## src/npiu_pkg.sv

```systemverilog
// package for the nested priority interrupt unit: map, encodings, fields
package npiu_pkg;
	localparam int NPIU_NUM_VEC = 14;
	localparam int NPIU_NUM_SRC = 9;
	// wishbone word offsets (byte addresses)
	localparam logic [3:0] NPIU_OFS_CCP = 4'h0;
	localparam logic [3:0] NPIU_OFS_VP0 = 4'h4;
	localparam logic [3:0] NPIU_OFS_VP1 = 4'h8;
	localparam logic [3:0] NPIU_OFS_VP2 = 4'hc;
	localparam logic [4:0] NPIU_OFS_VP3 = 5'h10;
	localparam logic [4:0] NPIU_OFS_CTRL = 5'h14;
	localparam logic [4:0] NPIU_OFS_STAT = 5'h18;
	// condition code field positions
	localparam int NPIU_CC_HI = 5;
	localparam int NPIU_CC_LO = 3;
	localparam logic [7:0] NPIU_CC_RST = 8'hea;
	localparam logic [7:0] NPIU_VP_RST = 8'hff;
	localparam logic [7:0] NPIU_VP3_RO = 8'hf0;
	// level codes {high,low}
	localparam logic [1:0] NPIU_LVL0 = 2'h2;
	localparam logic [1:0] NPIU_LVL1 = 2'h1;
	localparam logic [1:0] NPIU_LVL2 = 2'h0;
	localparam logic [1:0] NPIU_LVL3 = 2'h3;
	// vector source indices
	localparam int NPIU_V_NMI = 0;
	localparam int NPIU_V_UART = 1;
	localparam int NPIU_V_USB = 2;
	localparam int NPIU_V_PORTC = 3;
	localparam int NPIU_V_PORTA = 4;
	localparam int NPIU_V_TBU = 5;
	localparam int NPIU_V_CARD = 6;
	localparam int NPIU_V_SUSP = 7;
	// vector addresses
	localparam logic [15:0] NPIU_VA_RESET = 16'hfffe;
	localparam logic [15:0] NPIU_VA_TRAP = 16'hfffc;
	localparam logic [15:0] NPIU_VA_VEC0 = 16'hfffa;
	// halt-exit capability of each vector source, bit n for vector n
	localparam logic [8:0] NPIU_HALT_CAP = 9'h0d8;
	typedef enum logic [1:0] {
		NPIU_RUN = 2'b00,
		NPIU_WAIT = 2'b01,
		NPIU_HALT = 2'b10,
		NPIU_HALT_EXIT = 2'b11
	} npiu_pwr_e;
	typedef enum logic [3:0] {
		NPIU_I_NONE = 4'h0,
		NPIU_I_RIM = 4'h1,
		NPIU_I_SIM = 4'h2,
		NPIU_I_HALT = 4'h3,
		NPIU_I_WFI = 4'h4,
		NPIU_I_TRAP = 4'h5,
		NPIU_I_INSTR_RETURN_FROM_IRQ = 4'h6,
		NPIU_I_POPCC = 4'h7,
		NPIU_I_WRCC = 4'h8
	} npiu_instr_e;
endpackage

```

## src/npiu_nested_priority_interrupt_unit.sv

```systemverilog
// nested priority interrupt unit: arbitration, level tracking, wishbone regs
// Functional notes
// - any pending request wakes the core from wait
// - only halt-capable sources wake from halt; others stay pending
// - first service after halt exit is a halt-capable request, normal order
// - a non-capable top request is serviced right after the first one
// - concurrent mode lets only nmi preempt; nested mode lets higher levels preempt
// - fixed order rises from main through sources eight to one, nmi top
// - stack overflow from deep nesting is not detected
// - current level sits in flag bits 5 and 3, codes 10,01,00,11
// - entering a maskable routine loads the level from its vector pair
// - nmi, trap and reset preempt level 3 code
// - nmi, trap, reset have no programmable level; service sets 11
// - four 8-bit priority regs reset ff; top nibble of last reads ones
// - vector 0 pair at highest address below trap and reset, each next two bytes lower
// - a write of 10 into a pair keeps the old pair value
// - nmi priority bits are read/write but ignored by arbitration
// - raised level on a pending running vector re-enters, else unchanged
// - halt, wait, enable load 10; disable, trap load 11; return, pop restore
// - instruction level changes persist to next return or such instruction
// - vector map order and halt-exit capability per source
// - maskable service needs enable and level above the current one
// - at instruction end core stacks context then fetches the chosen vector
//
// Decided for this implementation: the Wishbone slave port and the placing of the registers.
module npiu_nested_priority_interrupt_unit
	import npiu_pkg::*;
#(
	parameter logic [8:0] HALT_CAP = npiu_pkg::NPIU_HALT_CAP
) (
	// clock and reset
	input wire logic clk_i,
	input wire logic rst_i,
	// wishbone slave
	input wire logic cyc_i,
	input wire logic stb_i,
	input wire logic we_i,
	input wire logic [4:0] adr_i,
	input wire logic [3:0] sel_i,
	input wire logic [31:0] dat_i,
	output logic [31:0] dat_o,
	output logic ack_o,
	// interrupt sources, level requests from peripherals on clk_i
	input wire logic [8:0] src_req_i,
	input wire logic [8:0] src_en_i,
	// core side
	input wire logic instr_valid_i,
	input wire npiu_pkg::npiu_instr_e instr_i,
	input wire logic [7:0] instr_cc_i,
	input wire logic instr_end_i,
	input wire logic stack_done_i,
	output logic [7:0] cc_o,
	output logic branch_if_masked_o,
	output logic branch_if_unmasked_o,
	output logic take_o,
	output logic [15:0] vector_addr_o,
	output logic [3:0] vector_num_o,
	output logic wake_o,
	output logic halted_o,
	output logic waiting_o
);
	import npiu_pkg::*;

	typedef struct packed {
		logic [7:0] cc;
		logic [7:0] vp0;
		logic [7:0] vp1;
		logic [7:0] vp2;
		logic [7:0] vp3;
		logic nested;
		npiu_pwr_e pwr;
		logic halt_first;
		logic stacking;
		logic [3:0] sel_vec;
		logic [1:0] sel_lvl;
		logic trap_pend;
		logic [31:0] dat;
		logic ack;
		logic take;
		logic [15:0] vaddr;
		logic wake;
		// registered copies of the decoded status outputs
		logic masked;
		logic unmasked;
		logic halted;
		logic waiting;
	} npiu_state_s;

	npiu_state_s st, nx;

	// level code to rank: main lowest, level 3 highest
	function automatic logic [1:0] npiu_rank(input logic [1:0] code);
		unique case (code)
			NPIU_LVL0: npiu_rank = 2'h0;
			NPIU_LVL1: npiu_rank = 2'h1;
			NPIU_LVL2: npiu_rank = 2'h2;
			default: npiu_rank = 2'h3;
		endcase
	endfunction

	// merge a written pair, refusing the main-level code
	function automatic logic [7:0] npiu_wr(input logic [7:0] old_v,
			input logic [7:0] new_v);
		logic [7:0] r;
		r = old_v;
		for (int k = 0; k < 4; k++) begin
			if (new_v[2*k +: 2] != NPIU_LVL0) begin
				r[2*k +: 2] = new_v[2*k +: 2];
			end
		end
		return r;
	endfunction

	// current level pair out of a flags byte
	function automatic logic [1:0] npiu_cc_lvl(input logic [7:0] flags);
		return {flags[NPIU_CC_HI], flags[NPIU_CC_LO]};
	endfunction

	logic [55:0] vp_all;
	logic [1:0] cur_code;
	logic [1:0] cur_rank;
	logic [8:0] pend;
	logic [8:0] elig;
	logic [8:0] cand;
	logic [8:0] best_mask;
	logic [3:0] best_vec;
	logic [1:0] best_rank;
	logic any_best;
	logic [1:0] vlvl [NPIU_NUM_SRC];
	logic wb_req;

	assign vp_all = {24'h0, st.vp3, st.vp2, st.vp1, st.vp0};
	assign cur_code = npiu_cc_lvl(st.cc);
	assign cur_rank = npiu_rank(cur_code);
	// enable gating only; the source keeps its request until serviced
	assign pend = src_req_i & src_en_i;
	// ack low for a cycle after each answer keeps a held request single
	assign wb_req = cyc_i & stb_i & ~st.ack;

	// vector n's pair: vector 0 sits in the low two bits of the first priority register, vp0
	genvar g;
	generate
		for (g = 0; g < NPIU_NUM_SRC; g++) begin : g_lvl
			assign vlvl[g] = vp_all[2*g +: 2];
		end
	endgenerate

	always_comb begin
		elig = '0;
		cand = '0;
		best_rank = 2'h0;
		best_vec = 4'h0;
		any_best = 1'b0;
		best_mask = '0;
		// during halt exit only halt-capable sources compete first
		cand = (st.halt_first ? pend & HALT_CAP : pend);
		for (int i = 0; i < NPIU_NUM_SRC; i++) begin
			if (i == NPIU_V_NMI) begin
				// nmi ignores its pair and beats level 3 code
				elig[i] = cand[i];
			end else if (npiu_rank(vlvl[i]) > cur_rank) begin
				elig[i] = cand[i];
			end
		end
		// in concurrent mode only the nmi preempts a running routine
		if (!st.nested && cur_code != NPIU_LVL0) begin
			elig[8:1] = '0;
		end
		// software level first, then lowest index wins the tie
		for (int i = NPIU_NUM_SRC - 1; i >= 0; i--) begin
			if (elig[i] && (!any_best ||
					(i == NPIU_V_NMI) ||
					npiu_rank(vlvl[i]) >= best_rank)) begin
				any_best = 1'b1;
				best_vec = 4'(i);
				// the top-level source ranks above any software level
				if (i == NPIU_V_NMI) begin
					best_rank = 2'h3;
				end else begin
					best_rank = npiu_rank(vlvl[i]);
				end
			end
		end
		best_mask[best_vec] = any_best;
	end

	always_comb begin
		nx = st;
		nx.take = 1'b0;
		nx.wake = 1'b0;
		nx.ack = 1'b0;

		// wishbone: one wait state, unmapped reads zero
		if (wb_req) begin
			nx.ack = 1'b1;
			nx.dat = 32'h0;
			unique case (adr_i)
				{1'b0, NPIU_OFS_CCP}: begin
					nx.dat[7:0] = st.cc;
				end
				{1'b0, NPIU_OFS_VP0}: begin
					nx.dat[7:0] = st.vp0;
				end
				{1'b0, NPIU_OFS_VP1}: begin
					nx.dat[7:0] = st.vp1;
				end
				{1'b0, NPIU_OFS_VP2}: begin
					nx.dat[7:0] = st.vp2;
				end
				NPIU_OFS_VP3: begin
					nx.dat[7:0] = st.vp3 | NPIU_VP3_RO;
				end
				NPIU_OFS_CTRL: begin
					nx.dat[0] = st.nested;
				end
				NPIU_OFS_STAT: begin
					// the status word carries only the low six request bits
					nx.dat[12:0] = {st.sel_vec, st.pwr, pend[5:0],
						st.halt_first};
				end
				default: begin
					nx.dat = 32'h0;
				end
			endcase

			// lane 0 carries the only byte; flags are not bus writable
			if (we_i && sel_i[0]) begin
				unique case (adr_i)
					{1'b0, NPIU_OFS_VP0}: begin
						nx.vp0 = npiu_wr(st.vp0, dat_i[7:0]);
					end
					{1'b0, NPIU_OFS_VP1}: begin
						nx.vp1 = npiu_wr(st.vp1, dat_i[7:0]);
					end
					{1'b0, NPIU_OFS_VP2}: begin
						nx.vp2 = npiu_wr(st.vp2, dat_i[7:0]);
					end
					NPIU_OFS_VP3: begin
						nx.vp3 = npiu_wr(st.vp3, dat_i[7:0]) |
							NPIU_VP3_RO;
					end
					NPIU_OFS_CTRL: begin
						nx.nested = dat_i[0];
					end
					default: begin
						// unmapped and read-only words ignore writes
						nx.nested = st.nested;
					end
				endcase
			end
		end

		// dedicated instructions; changes persist to next such op or return
		if (instr_valid_i) begin
			unique case (instr_i)
				NPIU_I_RIM: begin
					{nx.cc[NPIU_CC_HI], nx.cc[NPIU_CC_LO]} = NPIU_LVL0;
				end
				NPIU_I_SIM: begin
					{nx.cc[NPIU_CC_HI], nx.cc[NPIU_CC_LO]} = NPIU_LVL3;
				end
				NPIU_I_HALT: begin
					{nx.cc[NPIU_CC_HI], nx.cc[NPIU_CC_LO]} = NPIU_LVL0;
					nx.pwr = NPIU_HALT;
				end
				NPIU_I_WFI: begin
					{nx.cc[NPIU_CC_HI], nx.cc[NPIU_CC_LO]} = NPIU_LVL0;
					nx.pwr = NPIU_WAIT;
				end
				NPIU_I_TRAP: begin
					// the level goes to 11 when the trap is entered
					nx.trap_pend = 1'b1;
				end
				NPIU_I_INSTR_RETURN_FROM_IRQ, NPIU_I_POPCC, NPIU_I_WRCC: begin
					// the core hands back the stacked flags
					nx.cc = instr_cc_i;
				end
				default: begin
					nx.cc = st.cc;
				end
			endcase
		end

		// low power exits
		unique case (st.pwr)
			NPIU_WAIT: begin
				// any enabled request ends wait, whatever its level
				if (|pend || st.trap_pend) begin
					nx.pwr = NPIU_RUN;
					nx.wake = 1'b1;
				end
			end
			NPIU_HALT: begin
				// other sources are not latched here; their requests stay pending until the core runs again
				if (|(pend & HALT_CAP)) begin
					nx.pwr = NPIU_HALT_EXIT;
					nx.wake = 1'b1;
					nx.halt_first = 1'b1;
				end
			end
			NPIU_HALT_EXIT: begin
				nx.pwr = NPIU_RUN;
			end
			NPIU_RUN: begin
				// left only by the halt and wait instructions above
				nx.wake = 1'b0;
			end
		endcase

		// service at instruction end; stack depth is not tracked
		if (st.stacking) begin
			if (stack_done_i) begin
				nx.stacking = 1'b0;
				nx.take = 1'b1;
				nx.halt_first = 1'b0;
				{nx.cc[NPIU_CC_HI], nx.cc[NPIU_CC_LO]} = st.sel_lvl;
			end
		end else if (instr_end_i && (st.pwr == NPIU_RUN)) begin
			if (st.trap_pend) begin
				// a trap issued in this same cycle is kept pending
				nx.trap_pend = instr_valid_i && (instr_i == NPIU_I_TRAP);
				nx.stacking = 1'b1;
				nx.sel_vec = 4'hf;
				nx.sel_lvl = NPIU_LVL3;
				nx.vaddr = NPIU_VA_TRAP;
			end else if (any_best) begin
				nx.stacking = 1'b1;
				nx.sel_vec = best_vec;
				// the top-level pair is ignored; it always enters at 11
				if (best_vec == 4'(NPIU_V_NMI)) begin
					nx.sel_lvl = NPIU_LVL3;
				end else begin
					nx.sel_lvl = vlvl[best_vec];
				end
				nx.vaddr = NPIU_VA_VEC0 - {11'h0, best_vec, 1'b0};
			end
		end

		// flags come back at level 3, so no maskable source is taken until enabled
		if (rst_i) begin
			nx = '0;
			nx.cc = NPIU_CC_RST;
			nx.vp0 = NPIU_VP_RST;
			nx.vp1 = NPIU_VP_RST;
			nx.vp2 = NPIU_VP_RST;
			nx.vp3 = NPIU_VP_RST;
			nx.pwr = NPIU_RUN;
			nx.vaddr = NPIU_VA_RESET;
		end

		// decoded outputs are registered so every port leaves a flop
		nx.masked = (npiu_cc_lvl(nx.cc) == NPIU_LVL3);
		nx.unmasked = ~nx.masked;
		nx.halted = (nx.pwr == NPIU_HALT);
		nx.waiting = (nx.pwr == NPIU_WAIT);
	end

	always_ff @(posedge clk_i) begin
		st <= nx;
	end

	assign dat_o = st.dat;
	assign ack_o = st.ack;
	assign cc_o = st.cc;
	assign branch_if_masked_o = st.masked;
	assign branch_if_unmasked_o = st.unmasked;
	assign take_o = st.take;
	assign vector_addr_o = st.vaddr;
	assign vector_num_o = st.sel_vec;
	assign wake_o = st.wake;
	assign halted_o = st.halted;
	assign waiting_o = st.waiting;
endmodule

```

## config.mk

```make
export PLATFORM = sky130hd
export DESIGN_NAME = npiu_nested_priority_interrupt_unit
export DESIGN_NICKNAME = d
export VERILOG_FILES = /design/src/npiu_pkg.sv /design/src/npiu_nested_priority_interrupt_unit.sv
export SDC_FILE = /design/constraint.sdc
export NUM_CORES = 1
export LEC_CHECK = 0
export BUFFER_PORTS_ARGS = -buffer_cell sky130_fd_sc_hd__buf_2
export CORE_MARGIN = 4
export CORE_UTILIZATION = 49
export CTS_BUF_LIST = sky130_fd_sc_hd__clkbuf_16
export DETAILED_ROUTE_END_ITERATION = 8
export GPL_ROUTABILITY_DRIVEN = 0
export HOLD_SLACK_MARGIN = 0.1
export PLACE_DENSITY = 0.78
export SKIP_LAST_GASP = 1
export SYNTH_ARGS = -nofsm -noshare
export SYNTH_HDL_FRONTEND = slang
export SYNTH_SLANG_ARGS = --single-unit
```

## constraint.sdc

```tcl
create_clock -name clk_i -period 10.6 [get_ports clk_i]
set_input_delay 0.53 -clock clk_i [delete_from_list [all_inputs] [get_ports clk_i]]
set_output_delay 0.53 -clock clk_i [all_outputs]
set_load 0.02 [all_outputs]
```

==> impl_results.md <==
- Combinational fraction of design power: a little under a quarter
- Async SR Flop Fraction: 0%
- Routed Antenna Nets: 0
- Global-route wire length before repair: ~24000 um
- CP dominant cell by count: ha_1
- Initial DRC count: 461
- Dpl hpwl: 11860 um
- Switching share of power: a little over 30%
- Clock group share of total power: ~38%
- N_diodes: 0
- Tcrit/Tclk final: 96.89%
- Min Hold Slack: about 420 ps
- FP Rows: 38
- Int Power: 0.5047 mW
- Initial Util: 50.73%
- I/O Buffers: 88
- Period minus WS final: 10270 ps
- Final worst slack: 330.0 ps
- Pin count of the biggest net entering global routing: 70
- Mean Syn Cell Area: approximately 8.3 um2
- Power Total: 0.7328 mW
- Critical Path Max Stage Delay: between 400 and 500 ps
- Slew HR: 21.96%
- Routed wire length: 15550 um
- Cell variety after synth: 69
- CP Launch Type: flip-flop
- Fill cells: between 900 and 1000
- Worst-Skew Late Latency: 340 ps
- Area Growth Syn to Fin: 15.09%
- Worst path arrival time: between 10000 and 15000 ps
- Die Area: ~13000 um2
- Hold Fails Final Rpt: 0
- Die width: 114.6 um
- Sw Pwr: around 0.23 mW
- WS Path Type: flip-flop to flip-flop
- Number of max-cap violations: 0
- DRC: 0
- Slew Viols, Final: 0
- CTS Buf Count: 9
- Fraction of layout cells with a size suffix above 1: 26.99%
- Clk slew on worst S/H paths: around 60 ps
- Syn Inst Count: 674
- Routed length per instance: 17.43 um
- CTS tree: done
- First-pass DRT Iterations: 8
- Dpl cell area: roughly 5800 um2
- Dpl ws: -144.8 ps
- Total vias in the final route: just over 5000
- Dominant synthesized flop cell: dfxtp_1
- Pleak: 2.996 nW
- Core Util, Final: 58.38%
- Area of the core: 10980 um2
- H-tree Lvls: 3
- Gr ovfl total: 0
- Power Dens Cells: between 100 and 150 nW/um2
- Final setup vio count: 0
- Critical Path Slowest Stage Cell: a2111oi_4
- Worst-case clock buffer depth: 2
- GRT Overall Usage: roughly 23%
- #FFs+latches synth: 73
- Slew at the pin closest to its max-slew limit: 1171 ps
- Crit path required time: 10860 ps
- CTS root buf: clkbuf_16
- Crit path capture type: flip-flop
- Number of clock sinks: 73
- Via/cell ratio: 5.809
- Fmax: 97.37 MHz
- Die Y-Extent: 114.6 um
- Worst VDD drop: about 0.12 mV
- Nets: 879
- Clk_skew: 5.847 ps
- Sequential cell area fraction in the yosys report: approximately a quarter
- Worst min path class: primary input to flip-flop
- Top-Level Pins: 146
- Cell Area, Synth: 5572 um2
- Vias in the first global route: approximately 4900
- Number of enable flip-flop cells after synthesis: 0
- Sequential Power Share: 39.3%
- Initial antenna violation count: 0
- Critical path peak fanout: 5
- Ys Warns: 0
- Status: finished, final reports clean
- Post-Layout Inst Area: 6412 um2
cell usage after synthesis (5+ instances only):
library cell / count / area (um2)
nand2b_1: 21 / 131.4
or2_2: 10 / 62.56
and2_1: 6 / 37.54
o21ai_0: 27 / 135.1
nand2_1: 45 / 168.9
nand3_1: 6 / 30.03
a211oi_1: 6 / 45.04
dfxtp_1: 73 / 1461
nor3_1: 14 / 70.07
o21bai_1: 13 / 97.59
o211ai_1: 6 / 45.04
mux2_2: 6 / 67.56
nor2_1: 74 / 277.8
a21o_1: 6 / 45.04
nor2b_1: 10 / 62.56
inv_1: 35 / 131.4
buf_4: 61 / 457.9
mux2i_1: 14 / 140.1
a21oi_1: 54 / 270.3
a31oi_1: 5 / 31.28
o22ai_1: 6 / 37.54
o21a_1: 5 / 37.54
ha_1: 53 / 663.1
clkbuf_1: 18 / 67.56
a22oi_1: 18 / 135.1
per-stage QoR:
stage,setup TNS [ps],cells
after global routing,-498.2,892
final,0,892
after detailed placement,-205.0,861
after floorplan,0,702
after global placement,0,861
after CTS,0,878
final timing paths:
check                   start               end  slack (ps)  cells after the start
max                   cc_o[5]            st[56]         330                     54
min             instr_cc_i[0]           cc_o[0]         420                      3
max reg2reg           cc_o[5]            st[56]         330                     54
min reg2reg  vector_addr_o[5]  vector_addr_o[5]         450                      1
power by group through the flow:
stage	Combinational [mW]	Clock, mW	Sequential [mW]
floorplan	0.119	0	0.294
global placement	0.145	0	0.294
detailed placement	0.151	0	0.294
CTS	0.153	0.279	0.288
global route	0.183	0.292	0.289
finish	0.168	0.277	0.288
worst max-delay path, delay by kind of cell (launching register included):
family	cells	cell delay, ps
AO/OA/AOI/OAI	20	3280
adder cells (fa/ha/maj)	9	2400
buffers and inverters	6	670
AND/OR/NAND/NOR	15	2200
multiplexers	4	1240
flip-flops	1	360
layer usage:
layer / wire [um] / vias up / track usage (%) / share of wire, %
met5: 0 / - / 0 / 0
met4: 563 / 0 / 7.838 / 3.6
met3: 1316 / 53 / 5.920 / 8.5
met2: 7456 / 235 / 39.15 / 48
met1: 6215 / 2432 / 28.36 / 40
li1: - / 2462 / - / -
cell families (layout without fill, tap and decap cells):
family	Yosys count	count (layout)	synth area share, %
and+or+nand+nor	209	209	18.24
AOI/OAI and AO/OA	190	190	25.76
buffers and inverters	122	172	12.62
DFF	73	73	26.23
adders and majority gates	53	53	11.90
muxes	23	23	4.805
other	2	30	0.1348
xor gates and xnor gates	2	2	0.3145
layout make-up:
| type | instances | area (um2) | area share [%] |
|---|---|---|---|
| Clock buffer | 9 | 225.2 | 3.512 |
| Clock inverter | 7 | 47.55 | 0.7415 |
| Inverter | 37 | 141.4 | 2.205 |
| Multi-Input combinational cell | 507 | 3684 | 57.44 |
| Sequential cell | 73 | 1466 | 22.87 |
| Tap cell | 140 | 175.2 | 2.732 |
| Timing Repair Buffer | 119 | 673.1 | 10.50 |
layout by cell type (no fill, tap or decap), types with 7 or more instances in the layout:
| cell | count |
|---|---|
| buf_2 | 88 |
| nor2_1 | 72 |
| dfxtp_1 | 71 |
| ha_1 | 50 |
| a21oi_1 | 48 |
| nand2_1 | 42 |
| inv_1 | 34 |
| buf_4 | 31 |
| conb_1 | 30 |
| o21ai_0 | 27 |
| nand2b_1 | 17 |
| a22oi_1 | 17 |
| mux2i_1 | 13 |
| o21bai_1 | 13 |
| nor3_1 | 12 |
| nor2b_1 | 9 |
| clkbuf_16 | 9 |
| or2_2 | 7 |
flip-flops by register name, summed over array words and instances (netlist names):
| register | cells |
|---|---|
| branch_if_unmasked_o | 1 |
| dat_o | 13 |
| vector_num_o | 4 |
| take_o | 1 |
| vector_addr_o | 5 |
| wake_o | 1 |
| branch_if_masked_o | 1 |
| st | 36 |
| halted_o | 1 |
| waiting_o | 1 |
| ack_o | 1 |
| cc_o | 8 |
repair_timing:
item	in CTS	in global routing
hold buffers	0	0
resized for setup	3	37
setup endpoints to repair	4	10
pin swaps	0	18
buffers inserted	1	14
Power figures use the tool's default switching activity.
